`config.mk`:
```
export PLATFORM = sky130hd
export DESIGN_NAME = memory_scan_range_trigger
export DESIGN_NICKNAME = d
export VERILOG_FILES = /design/src/scan_pkg.sv /design/src/scan_fetch_if.sv /design/src/memory_scan_range_trigger.sv /design/src/scan_trigger_sel.sv /design/src/scan_sync.sv
export VERILOG_INCLUDE_DIRS = /design/src
export SDC_FILE = /design/constraint.sdc
export NUM_CORES = 1
export LEC_CHECK = 0
export ABC_AREA = 1
export ABC_CLOCK_PERIOD_IN_PS = 2500
export BUFFER_PORTS_ARGS = -buffer_cell sky130_fd_sc_hd__buf_2
export CORE_MARGIN = 1.5
export CORE_UTILIZATION = 51
export CTS_CLUSTER_DIAMETER = 150
export DETAILED_ROUTE_END_ITERATION = 8
export GPL_TIMING_DRIVEN = 1
export PLACE_DENSITY = 0.79
export SLEW_MARGIN = 25
export SYNTH_ARGS = -nofsm -noshare
export SYNTH_HDL_FRONTEND = slang
export SYNTH_HIERARCHICAL = 1
export SYNTH_SLANG_ARGS = --single-unit
export TNS_END_PERCENT = 5
```
`constraint.sdc`:
```
create_clock -name pclk -period 2.5 [get_ports pclk]
set_input_delay 0.5 -clock pclk [delete_from_list [all_inputs] [get_ports pclk]]
set_output_delay 0.5 -clock pclk [all_outputs]
set_load 0.02 [all_outputs]
```
`src/scan_params.svh`:
```
/*
 * Constants for the memory scan range and trigger block: register
 * offsets, field positions, reset values and memory limits.
 * Assumes inclusion by bare name from the design files.
 */
`ifndef SCAN_PARAMS_SVH
`define SCAN_PARAMS_SVH

// Register byte offsets on APB
`define OFS_CONTROL        12'h000
`define OFS_CUR_LO         12'h004
`define OFS_CUR_HI         12'h008
`define OFS_END_LO         12'h00c
`define OFS_END_HI         12'h010
`define OFS_TRIG           12'h014
`define OFS_IRQ_STATUS     12'h018
`define OFS_IRQ_MASK       12'h01c

// Control register field positions
`define CTL_ENABLE_BIT     7
`define CTL_RUN_BIT        6
`define CTL_BUSY_BIT       5
`define CTL_INVALID_BIT    4
`define CTL_HOLD_BIT       3
`define CTL_MODE_HI        1
`define CTL_MODE_LO        0

// Interrupt status bit positions
`define IRQ_DONE_BIT       0
`define IRQ_INVALID_BIT    1

// Reset values
`define RST_BYTE           8'h00
`define RST_TRIG           4'h0
`define RST_MODE           2'h0
`define RST_IRQ            2'h0

// Program memory holds this many words
`define PROG_MEM_WORDS     17'h04000

`endif

```
`src/scan_pkg.sv`:
```
/*
 * Types shared by the scan block modules.
 * Assumes scan_params.svh is available for constants.
 */
`default_nettype none
package scan_pkg;
    typedef enum logic [1:0] {
        MODE_CONCURRENT,
        MODE_BURST,
        MODE_PEEK,
        MODE_TRIGGERED
    } access_mode_type;

    typedef enum logic [1:0] {
        ST_IDLE,
        ST_FETCH,
        ST_HAND
    } scan_state_type;
endpackage
`default_nettype wire

```
`src/scan_fetch_if.sv`:
```
/*
 * Interface between the scan control and its trigger selector.
 * Assumes both ends run on pclk.
 */
`default_nettype none
interface scan_fetch_if;
    logic [3:0] source_code;
    logic [9:0] sources;
    logic       trig_event;

    modport ctrl (output source_code, output sources, input trig_event);
    modport sel  (input source_code, input sources, output trig_event);
endinterface
`default_nettype wire

```
`src/memory_scan_range_trigger.sv`:
```
/*
 * Memory scan address range and trigger control with APB registers.
 * Assumes a program memory that answers a fetch request with one
 * valid pulse, and a CRC engine that signals ready for new data.
 */
// Implementation choices: the placing of the registers and the APB interface to the registers.
`default_nettype none
`include "scan_params.svh"

// Operation
// Current address is 16 bits from two bytes, incremented per fetch.
// Writes to address bytes are ignored while the run bit is set.
// Software touches address pairs only while the run bit is clear.
// End address is 16 bits from high and low byte registers.
// Four-bit trigger select; codes 0,8,9 defined, 10 to 15 reserved.
// Codes 1-3 pick timer postscalers, 4-7 pick timer overflows.
// Upper four trigger select bits read zero and ignore writes.
// Run bit clears once current exceeds end with no data cycle.
// Two-bit mode: concurrent, burst, peek, triggered.
// Invalid flag when address passes or lies outside program memory.
// Clearing enable resets the state machine, other registers kept.
// In triggered mode each trigger edge allows exactly one fetch.
module memory_scan_range_trigger (
    input  wire logic        pclk,
    input  wire logic        presetn,
    input  wire logic        ce,
    input  wire logic        psel,
    input  wire logic        penable,
    input  wire logic        pwrite,
    input  wire logic [11:0] paddr,
    input  wire logic [31:0] pwdata,
    output logic      [31:0] prdata,
    output logic             pready,
    output logic             pslverr,
    input  wire logic        low_freq_internal_osc,
    input  wire logic        timer2_postscale_out,
    input  wire logic        timer4_postscale_out,
    input  wire logic        timer6_postscale_out,
    input  wire logic        timer1_overflow,
    input  wire logic        timer3_overflow,
    input  wire logic        timer5_overflow,
    input  wire logic        timer0_overflow,
    input  wire logic        measure_timer1_match,
    input  wire logic        measure_timer2_match,
    input  wire logic        cpu_in_interrupt,
    output logic             mem_req,
    output logic      [15:0] mem_addr,
    input  wire logic        mem_valid,
    input  wire logic [13:0] mem_data,
    input  wire logic        crc_ready,
    output logic             crc_valid,
    output logic      [15:0] crc_data,
    output logic             cpu_stall,
    output logic             irq
);
    scan_fetch_if fi ();

    // Control and address registers
    logic        enable_r;
    logic        run_r;
    logic        hold_mode_r;
    logic [1:0]  mode_r;
    logic [15:0] cur_r;
    logic [15:0] end_r;
    logic [3:0]  trig_r;
    logic [1:0]  irq_status_r;
    logic [1:0]  irq_mask_r;
    logic        pending_r;
    scan_pkg::scan_state_type state_r;
    scan_pkg::scan_state_type state_nxt;

    logic [9:0]  src_raw;
    logic [9:0]  src_sync;
    logic        cpu_int_sync;

    // Route trigger sources by code order
    assign src_raw = {measure_timer2_match, measure_timer1_match,
                      timer0_overflow, timer5_overflow, timer3_overflow,
                      timer1_overflow, timer6_postscale_out,
                      timer4_postscale_out, timer2_postscale_out,
                      low_freq_internal_osc};

    // Pins cross into pclk through two flops before any use
    scan_sync u_sync (
        .pclk     (pclk),
        .presetn  (presetn),
        .ce       (ce),
        .async_in (src_raw),
        .sync_out (src_sync)
    );

    assign fi.source_code = trig_r;
    assign fi.sources     = src_sync;

    // Rising edge of the selected source arms one fetch
    scan_trigger_sel u_trig (
        .pclk    (pclk),
        .presetn (presetn),
        .ce      (ce),
        .fi      (fi.sel)
    );

    // Interrupt level comes from the core clock domain
    assign cpu_int_sync = cpu_in_interrupt;

    // APB decode
    logic wr_en;
    logic rd_en;
    logic hit;
    logic addr_lock;
    assign wr_en = psel & penable & pwrite & ce;
    assign rd_en = psel & ~pwrite;
    assign pready = 1'b1;
    // One match line per mapped register offset
    localparam logic [11:0] reg_ofs [8] = '{
        `OFS_CONTROL,
        `OFS_CUR_LO,
        `OFS_CUR_HI,
        `OFS_END_LO,
        `OFS_END_HI,
        `OFS_TRIG,
        `OFS_IRQ_STATUS,
        `OFS_IRQ_MASK
    };
    logic [7:0] hit_vec;
    for (genvar gi = 0; gi < 8; gi++) begin : g_hit
        assign hit_vec[gi] = (paddr == reg_ofs[gi]);
    end
    assign hit = |hit_vec;
    assign pslverr = psel & penable & ~hit;
    assign addr_lock = run_r;

    function automatic logic wr_at(input logic [11:0] ofs);
        wr_at = wr_en && (paddr == ofs);
    endfunction

    // Write strobes for continuous logic; keeps their sensitivity explicit
    logic wr_ctl;
    logic wr_irq_st;
    assign wr_ctl    = wr_en & (paddr == `OFS_CONTROL);
    assign wr_irq_st = wr_en & (paddr == `OFS_IRQ_STATUS);

    // Address state
    logic [16:0] cur_ext;
    logic        past_end;
    logic        invalid;
    logic        busy;
    logic        go_eff;
    logic        mode_ok;
    logic        fetch_done;
    assign cur_ext  = {1'b0, cur_r};
    assign past_end = cur_r > end_r;
    assign invalid  = cur_ext >= `PROG_MEM_WORDS;
    // Busy also shows the engine's ready, as software expects
    assign busy     = (state_r != scan_pkg::ST_IDLE) | crc_ready;
    // Interrupt hold gates the run bit except in peek mode
    assign go_eff   = run_r & enable_r & ~invalid &
                      ~(hold_mode_r & cpu_int_sync &
                        (mode_r != 2'(scan_pkg::MODE_PEEK)));
    // A fetch ends when memory answers in the fetch state
    assign fetch_done = (state_r == scan_pkg::ST_FETCH) & mem_valid;

    // Mode decides whether a fetch may begin
    always_comb begin
        case (scan_pkg::access_mode_type'(mode_r))
            scan_pkg::MODE_TRIGGERED: mode_ok = pending_r;
            scan_pkg::MODE_CONCURRENT: mode_ok = 1'b1;
            scan_pkg::MODE_BURST: mode_ok = 1'b1;
            scan_pkg::MODE_PEEK: mode_ok = 1'b1;
            default: mode_ok = 1'b0;
        endcase
    end

    // Fetch state machine
    always_comb begin
        state_nxt = state_r;
        case (state_r)
            scan_pkg::ST_IDLE: begin
                if (go_eff && !past_end && crc_ready && mode_ok) begin
                    state_nxt = scan_pkg::ST_FETCH;
                end
            end
            scan_pkg::ST_FETCH: begin
                if (mem_valid) begin
                    state_nxt = scan_pkg::ST_HAND;
                end
            end
            scan_pkg::ST_HAND: begin
                state_nxt = scan_pkg::ST_IDLE;
            end
            default: state_nxt = scan_pkg::ST_IDLE;
        endcase
        if (!enable_r) begin
            state_nxt = scan_pkg::ST_IDLE;
        end
    end

    always_ff @(posedge pclk or negedge presetn) begin
        if (!presetn) begin
            state_r <= scan_pkg::ST_IDLE;
        end else if (ce) begin
            state_r <= state_nxt;
        end
    end

    // Triggered mode: one edge arms exactly one fetch
    always_ff @(posedge pclk or negedge presetn) begin
        if (!presetn) begin
            pending_r <= 1'b0;
        end else if (ce) begin
            if (!enable_r || !run_r) begin
                pending_r <= 1'b0;
            end else if (fi.trig_event) begin
                pending_r <= 1'b1;
            end else if (state_r == scan_pkg::ST_IDLE &&
                         state_nxt == scan_pkg::ST_FETCH) begin
                pending_r <= 1'b0;
            end
        end
    end

    // Control register; run bit cleared by hardware at range end
    always_ff @(posedge pclk or negedge presetn) begin
        if (!presetn) begin
            enable_r    <= 1'b0;
            run_r       <= 1'b0;
            hold_mode_r <= 1'b0;
            mode_r      <= `RST_MODE;
        end else if (ce) begin
            if (wr_at(`OFS_CONTROL)) begin
                enable_r    <= pwdata[`CTL_ENABLE_BIT];
                run_r       <= pwdata[`CTL_RUN_BIT];
                hold_mode_r <= pwdata[`CTL_HOLD_BIT];
                mode_r      <= pwdata[`CTL_MODE_HI:`CTL_MODE_LO];
            end else if (run_r && past_end &&
                         state_r == scan_pkg::ST_IDLE) begin
                run_r <= 1'b0;
            end
        end
    end

    // Current address: bytes writable only while stopped
    always_ff @(posedge pclk or negedge presetn) begin
        if (!presetn) begin
            cur_r <= {`RST_BYTE, `RST_BYTE};
        end else if (ce) begin
            if (fetch_done) begin
                cur_r <= cur_r + 16'h0001;
            end else if (!addr_lock) begin
                if (wr_at(`OFS_CUR_LO)) begin
                    cur_r[7:0] <= pwdata[7:0];
                end
                if (wr_at(`OFS_CUR_HI)) begin
                    cur_r[15:8] <= pwdata[7:0];
                end
            end
        end
    end

    // End address and trigger select
    always_ff @(posedge pclk or negedge presetn) begin
        if (!presetn) begin
            end_r  <= {`RST_BYTE, `RST_BYTE};
            trig_r <= `RST_TRIG;
        end else if (ce) begin
            if (!addr_lock && wr_at(`OFS_END_LO)) begin
                end_r[7:0] <= pwdata[7:0];
            end
            if (!addr_lock && wr_at(`OFS_END_HI)) begin
                end_r[15:8] <= pwdata[7:0];
            end
            if (wr_at(`OFS_TRIG)) begin
                trig_r <= pwdata[3:0];
            end
        end
    end

    // Interrupt status: set wins over write-one-to-clear
    logic [1:0] irq_set;
    logic [1:0] irq_clr;
    assign irq_set[`IRQ_DONE_BIT]    = run_r & past_end &
                                       (state_r == scan_pkg::ST_IDLE) &
                                       ~wr_ctl;
    assign irq_set[`IRQ_INVALID_BIT] = fetch_done &
                                       (cur_ext + 17'h00001 >=
                                        `PROG_MEM_WORDS);
    assign irq_clr = wr_irq_st ? pwdata[1:0] : 2'h0;

    always_ff @(posedge pclk or negedge presetn) begin
        if (!presetn) begin
            irq_status_r <= `RST_IRQ;
            irq_mask_r   <= `RST_IRQ;
        end else if (ce) begin
            irq_status_r <= (irq_status_r & ~irq_clr) | irq_set;
            if (wr_at(`OFS_IRQ_MASK)) begin
                irq_mask_r <= pwdata[1:0];
            end
        end
    end

    // Level interrupt while any unmasked status bit is set
    assign irq = |(irq_status_r & irq_mask_r);

    // Data outputs from flip-flops
    always_ff @(posedge pclk or negedge presetn) begin
        if (!presetn) begin
            crc_valid <= 1'b0;
            crc_data  <= 16'h0000;
        end else if (ce) begin
            crc_valid <= fetch_done;
            if (fetch_done) begin
                crc_data <= {2'h0, mem_data};
            end
        end
    end

    // Request follows the state; address is the live register
    assign mem_req  = (state_r == scan_pkg::ST_FETCH);
    assign mem_addr = cur_r;
    assign cpu_stall = go_eff & ~past_end &
                       (mode_r == 2'(scan_pkg::MODE_BURST));

    // Read mux
    logic [7:0] ctl_rd;
    assign ctl_rd = {enable_r, run_r, busy, invalid, hold_mode_r, 1'b0,
                     mode_r};
    always_comb begin
        prdata = 32'h0000_0000;
        if (rd_en) begin
            case (paddr)
                `OFS_CONTROL:    prdata = {24'h0, ctl_rd};
                `OFS_CUR_LO:     prdata = {24'h0, cur_r[7:0]};
                `OFS_CUR_HI:     prdata = {24'h0, cur_r[15:8]};
                `OFS_END_LO:     prdata = {24'h0, end_r[7:0]};
                `OFS_END_HI:     prdata = {24'h0, end_r[15:8]};
                `OFS_TRIG:       prdata = {28'h0, trig_r};
                `OFS_IRQ_STATUS: prdata = {30'h0, irq_status_r};
                `OFS_IRQ_MASK:   prdata = {30'h0, irq_mask_r};
                default:         prdata = 32'h0000_0000;
            endcase
        end
    end
endmodule // memory_scan_range_trigger
`default_nettype wire

```
`src/scan_trigger_sel.sv`:
```
/*
 * Trigger selector: picks one source by code and makes a one-cycle
 * pulse on its rising edge. Assumes sources are already synchronised.
 */
`default_nettype none
`include "scan_params.svh"
module scan_trigger_sel (
    input  wire logic   pclk,
    input  wire logic   presetn,
    input  wire logic   ce,
    scan_fetch_if.sel   fi
);
    logic picked;
    logic picked_r;

    // Codes 0..9 pick a source, the reserved codes pick nothing
    assign picked = (fi.source_code <= 4'h9) ?
                    fi.sources[fi.source_code] : 1'b0;

    // Remember the last level for edge detection
    always_ff @(posedge pclk or negedge presetn) begin
        if (!presetn) begin
            picked_r <= 1'b0;
        end else if (ce) begin
            picked_r <= picked;
        end
    end

    assign fi.trig_event = ce & picked & ~picked_r;
endmodule // scan_trigger_sel

```
`src/scan_sync.sv`:
```
/*
 * Two-flip-flop synchroniser for a bus of pin-level inputs.
 * Assumes inputs are asynchronous to pclk.
 */
`default_nettype none
module scan_sync (
    input  wire logic        pclk,
    input  wire logic        presetn,
    input  wire logic        ce,
    input  wire logic [9:0]  async_in,
    output logic      [9:0]  sync_out
);
    logic [9:0] meta_r;

    // First stage is read only by the second
    always_ff @(posedge pclk or negedge presetn) begin
        if (!presetn) begin
            meta_r   <= 10'h000;
            sync_out <= 10'h000;
        end else if (ce) begin
            meta_r   <= async_in;
            sync_out <= meta_r;
        end
    end
endmodule // scan_sync

```
# After elaboration in Yosys (flattened, before gate mapping)
# Cells that the tools add are included.
[classes]
bitwise_logic = 33
n_lt_le_gt_ge = 5
eq_ne = 14
muxes = 20
addsub = 2
reduce_logical = 40
[op_table]
columns = ["operator", "count"]
rows = [
  ["8-bit case mux with 8 select lines", 1],
  ["12-bit by 5-bit == test with 1-bit output (second input constant)", 4],
  ["16-bit 2-to-1 mux", 2],
  ["12-bit by 4-bit == test with 1-bit output (second input constant)", 2],
  ["8-bit 2-to-1 mux", 3],
  ["1-bit bitwise AND", 21],
  ["16-bit by 1-bit adder with 17-bit output (second input constant)", 1],
  ["17-bit by 15-bit greater-or-equal comparator with 1-bit output (second input constant)", 1],
  ["16-bit by 1-bit adder with 16-bit output (second input constant)", 1],
  ["16-bit by 15-bit greater-or-equal comparator with 1-bit output (second input constant)", 1],
  ["16-bit greater-than comparator", 1],
  ["2-bit AND reduction", 8],
  ["1-bit logical AND", 15],
  ["12-bit by 3-bit == test with 1-bit output (second input constant)", 1],
  ["12-bit zero test", 1],
  ["2-bit 2-to-1 mux", 4],
  ["2-bit nonzero test", 4],
  ["8-bit OR reduction", 1],
  ["1-bit 2-to-1 mux", 7],
  ["1-bit NOT", 7],
  ["2-bit by 1-bit == test with 1-bit output (second input constant)", 3],
  ["3-bit AND reduction", 2],
  ["4-bit by 5-bit < comparator with 1-bit output (second input constant)", 1],
  ["2-bit bitwise AND", 2],
  ["other kinds (16)", 20],
]
[word_totals]
out_inout_bits = 70
regBits = 84
inputBits = 77

# Logic depth before layout (Yosys ltp)
[depth]
depth_word = 15
ltp_mapped = 17

# Cells and area by module
# The synthesis kept the hierarchy.
[by_module_without_submodules]
columns = ["mod", "area_per_inst_um2", "seq_area_each_um2", "n_inst", "cells_each"]
rows = [
  ["memory_scan_range_trigger", 4155.2, 1576.5, 1, 563],
  ["scan_sync", 767.0, 500.5, 1, 85],
  ["scan_trigger_sel", 162.7, 25.0, 1, 35],
]

# Worst setup path after synthesis
# OpenSTA, ideal clock, no wires.
[synth_timing]
path_type = "input to output"
start = "input port paddr[1]"
end = "output port prdata[0]"
stages = 7
t_arrival_ns = 1.828
required_ns = 2.000
setup_slack_ns = 0.172
n_path_buf = 0
cell_sequence = "or2_4 > nor3_4 > nand2_1 > o211ai_1 > or2_2 > nand2_4 > a21oi_1"
[synth_between]
elab_chain_cells = 3
elab_cells_between_ends = 10
cone_classes = "eq/ne: 7; mux: 2; reduce/logical: 1"
[synth_lines]
columns = ["item", "line", "text"]
rows = [
  ["from (decl)", "memory_scan_range_trigger.sv:30", "input wire logic [11:0] paddr,"],
  ["12-bit by 5-bit == test with 1-bit output (tied with other cells)", "memory_scan_range_trigger.sv:330", "case (paddr)"],
  ["8-bit case mux with 8 select lines (*)", "memory_scan_range_trigger.sv:330", ""],
  ["8-bit 2-to-1 mux (*)", "memory_scan_range_trigger.sv:329", "if (rd_en) begin"],
  ["to (decl)", "memory_scan_range_trigger.sv:32", "output logic [31:0] prdata,"],
]
# Every way passes the cells marked *; elsewhere a longest branch is shown, timed or not.

# Final worst setup path
[layout_timing]
start = "input port paddr[1]"
end = "output port prdata[3]"
# The elaborated chain is that of the path after synthesis.

==> impl_metrics.json <==
{
  "viasPerCell": 5.16,
  "crit_type": "in2out",
  "final_net_count": 915,
  "ys_ff_latch": 84,
  "post-place-ws_ns": -0.0550,
  "relSlewSlack": 0.441,
  "tritoncts": "yes",
  "wl_met3_um": 1100,
  "cts_hold_buf": 0,
  "areaGrowthSynthToFinish_pct": 22.4,
  "final_antenna_net_count": 0,
  "crit_top_cell": "buf_2",
  "drt-initial-drc-count": 330,
  "synth.avg_cell_area_um2": 7.44,
  "gp_congestion": 0.951,
  "synthesis.area_um2": 5080,
  "fin_ws_ns": -0.0635,
  "critPathMaxStageDelay_ns": 0.28,
  "clock_latency_ns": 0.37,
  "final_max_slew_viol_count": 0,
  "setup_viol": 3,
  "die_h_um": 103,
  "routedWlPerCell_um": 14.8,
  "slowest_stage": "or2_4",
  "n_fill_cell": 892,
  "n_antenna_cell": 0,
  "hold_slack_ns": 0.223,
  "grt_max_degree": 66,
  "syn_inst": 683,
  "ioPinCount": 147,
  "detail_route.first_pass.iterations": 5,
  "cp_cell_sequence": "buf_2, or2_4, nor3_4, nand2_1, buf_4, o21ai_0, nor3_1, nor2_1, buf_2",
  "tightest_slew_ns": 0.838,
  "violations": "negative setup slack",
  "grt_pass1_wl_um": 22300,
  "vdd_ir_drop_max_mv": 0.351,
  "cp_max_fo": 8,
  "grt_pass1_vias": 4681,
  "drive_above_1_share": 0.262,
  "worstPathRequired_ns": 2.00,
  "timing.fmax_mhz": 390,
  "period_minus_slack_ns": 2.56,
  "cts_root_buf": "clkbuf_8",
  "grt_usage": 0.280,
  "via_count": 4940,
  "cts_max_path_buffers": 2,
  "highest_layer": "met4",
  "outcome": "complete, but fails checks",
  "p_leak_nw": 3.28,
  "clkSinkCount": 84,
  "reg2reg_slack_ns": 0.55,
  "start_kind": "input pin",
  "clock_skew_ns": 0.00983,
  "r2r_cells": 10,
  "numCtsBuffers": 9,
  "antenna_found_initial": 0,
  "wl_met2_um": 6560,
  "die_area_um2": 10600,
  "max_cap_violations": 0,
  "powerDensity_nw_per_um2": 519,
  "die_w_um": 103,
  "worst_setup_hold_path_clk_slew_ns": 0.09,
  "rsz0062_at_grt": "true",
  "drc": 0,
  "h-tree-depth": 3,
  "gr-total-overflow": 0,
  "crit_arrival_ns": 2.06,
  "yosys_warnings": 6,
  "portBuffers": 95,
  "synth_cell_types": 44,
  "hp-class": "in2async",
  "initial_core_util": 0.523,
  "end_kind": "output port",
  "finalCritPeriodShare": 1.03,
  "dp_hpwl_um": 10400,
  "wl_met1_um": 5990,
  "wl_um": 14200,
  "rows": 36,
  "core_um2": 9730,
  "yosysSeqAreaShare": 0.413,
  "hold_violations": 0
}
-- timing repair --
item                       CTS  global route
setup buffers                7             8
setup endpoints to repair    8            10
pin swaps                    0             8
gates resized for setup      9            23
-- worst max-delay path, delay by kind of cell --
kind	cells	cell delay [ns]
simple gates	5	0.86
buf+inv	3	0.47
compound gates	1	0.22
-- layout by cell type, fill, tap and decap left out, drive strengths merged --
cell type  instances
bufinv             1
a31oi              9
conb              27
o211ai             1
dfrtp             84
a21o               1
nor4               3
xor2               3
clkinvlp           2
nor2              62
o22ai              9
ha                18
o31ai              2
o311a              1
or2                2
nand3b             1
clkbuf            10
inv               82
nand2            243
clkinv             2
buf              141
o21ai             51
a22o               2
a21oi             12
nand4              9
nand3             31
nor3              11
o221ai             3
a211oi             2
-- state kept, by name, summed over array words and instances (netlist names), 2 cells and up --
name and flops:
end_r 16, u_sync/sync_out 10, mode_r 2, u_sync/meta_r 10, state_r 2, mem_addr 16
crc_data 14, fi.source_code 4, irq_mask_r 2, irq_status_r 2
-- cells in the mapped netlist, drive strengths merged --
| cell | count | area share |
|---|---|---|
| nor4 | 3 | 0.0037 |
| a211oi | 2 | 0.0030 |
| clkbuf | 3 | 0.0025 |
| inv | 81 | 0.060 |
| buf | 37 | 0.057 |
| o211ai | 1 | 0.0015 |
| nor3 | 11 | 0.013 |
| a31oi | 9 | 0.011 |
| nand2 | 243 | 0.18 |
| a22o | 2 | 0.0034 |
| ha | 18 | 0.044 |
| o311a | 1 | 0.0020 |
| o21ai | 51 | 0.050 |
| conb | 2 | 0.0015 |
| xor2 | 3 | 0.0052 |
| nand3b | 1 | 0.0015 |
| o31ai | 2 | 0.0057 |
| or2 | 2 | 0.0030 |
| o221ai | 3 | 0.0052 |
| nand3 | 31 | 0.034 |
| nor2 | 62 | 0.057 |
| nand4 | 9 | 0.014 |
| a21o | 1 | 0.0015 |
| a21oi | 12 | 0.013 |
| o22ai | 9 | 0.011 |
| dfrtp | 84 | 0.41 |
-- area by class of cell --
| type | instances | area (um2) | area share |
|---|---|---|---|
| repair buffers | 141 | 847 | 0.136 |
| clock inverters | 6 | 71.3 | 0.0115 |
| clock buffers | 10 | 138 | 0.0221 |
| inverters | 81 | 304 | 0.0488 |
| well taps | 133 | 166 | 0.0267 |
| flip-flops and latches | 84 | 2110 | 0.338 |
| multi-input cells | 503 | 2590 | 0.417 |
-- worst paths after layout --
| kind | end | from |
|---|---|---|
| worst max-delay path | prdata[3] | paddr[1] |
| worst min-delay path | end_r[5] | presetn |
| worst max register to register | mem_addr[10] | mem_addr[1] |
| worst min register to register | u_sync/sync_out[9] | u_sync/sync_out[9] |
| max in group asynchronous | u_sync/meta_r[2] | presetn |
| min in group pclk | crc_data[6] | mem_data[6] |
-- cell families after synthesis --
kind of cell	Yosys count	synth area share
flip-flops	84	0.413
AND/OR/NAND/NOR	362	0.310
XOR/XNOR	3	0.00517
AO/OA/AOI/OAI	93	0.107
adder cells (fa/ha/maj)	18	0.0443
buffers and inverters	121	0.119
other	2	0.00148
-- power breakdown --
part	total (W)	internal [W]	switching [W]
Sequential	0.00151	0.00144	0.0000671
Combinational	0.000682	0.000247	0.000435
Clock	0.00104	0.000496	0.000544
-- routing by layer --
layer | vias to the layer above | global-route usage
met1 | 2276 | 0.364
met3 | 41 | 0.0522
met2 | 217 | 0.452
met4 | 0 | 0.136
li1 | 2406 | -
met5 | - | 0
-- stage by stage --
step,std cells,util,total power [W],setup TNS [ns],instance area (um2)
after floorplan,708,-,0.00192,0,5180
after global placement,927,0.593,0.00212,-0.00840,5770
after detailed placement,927,0.593,0.00214,-0.185,5770
after CTS,950,0.623,0.00320,-0.0155,6060
after global routing,958,0.640,0.00339,-0.888,6230
final,958,0.640,0.00323,-0.147,6230
Note: power is estimated with default switching activity, not from simulation.
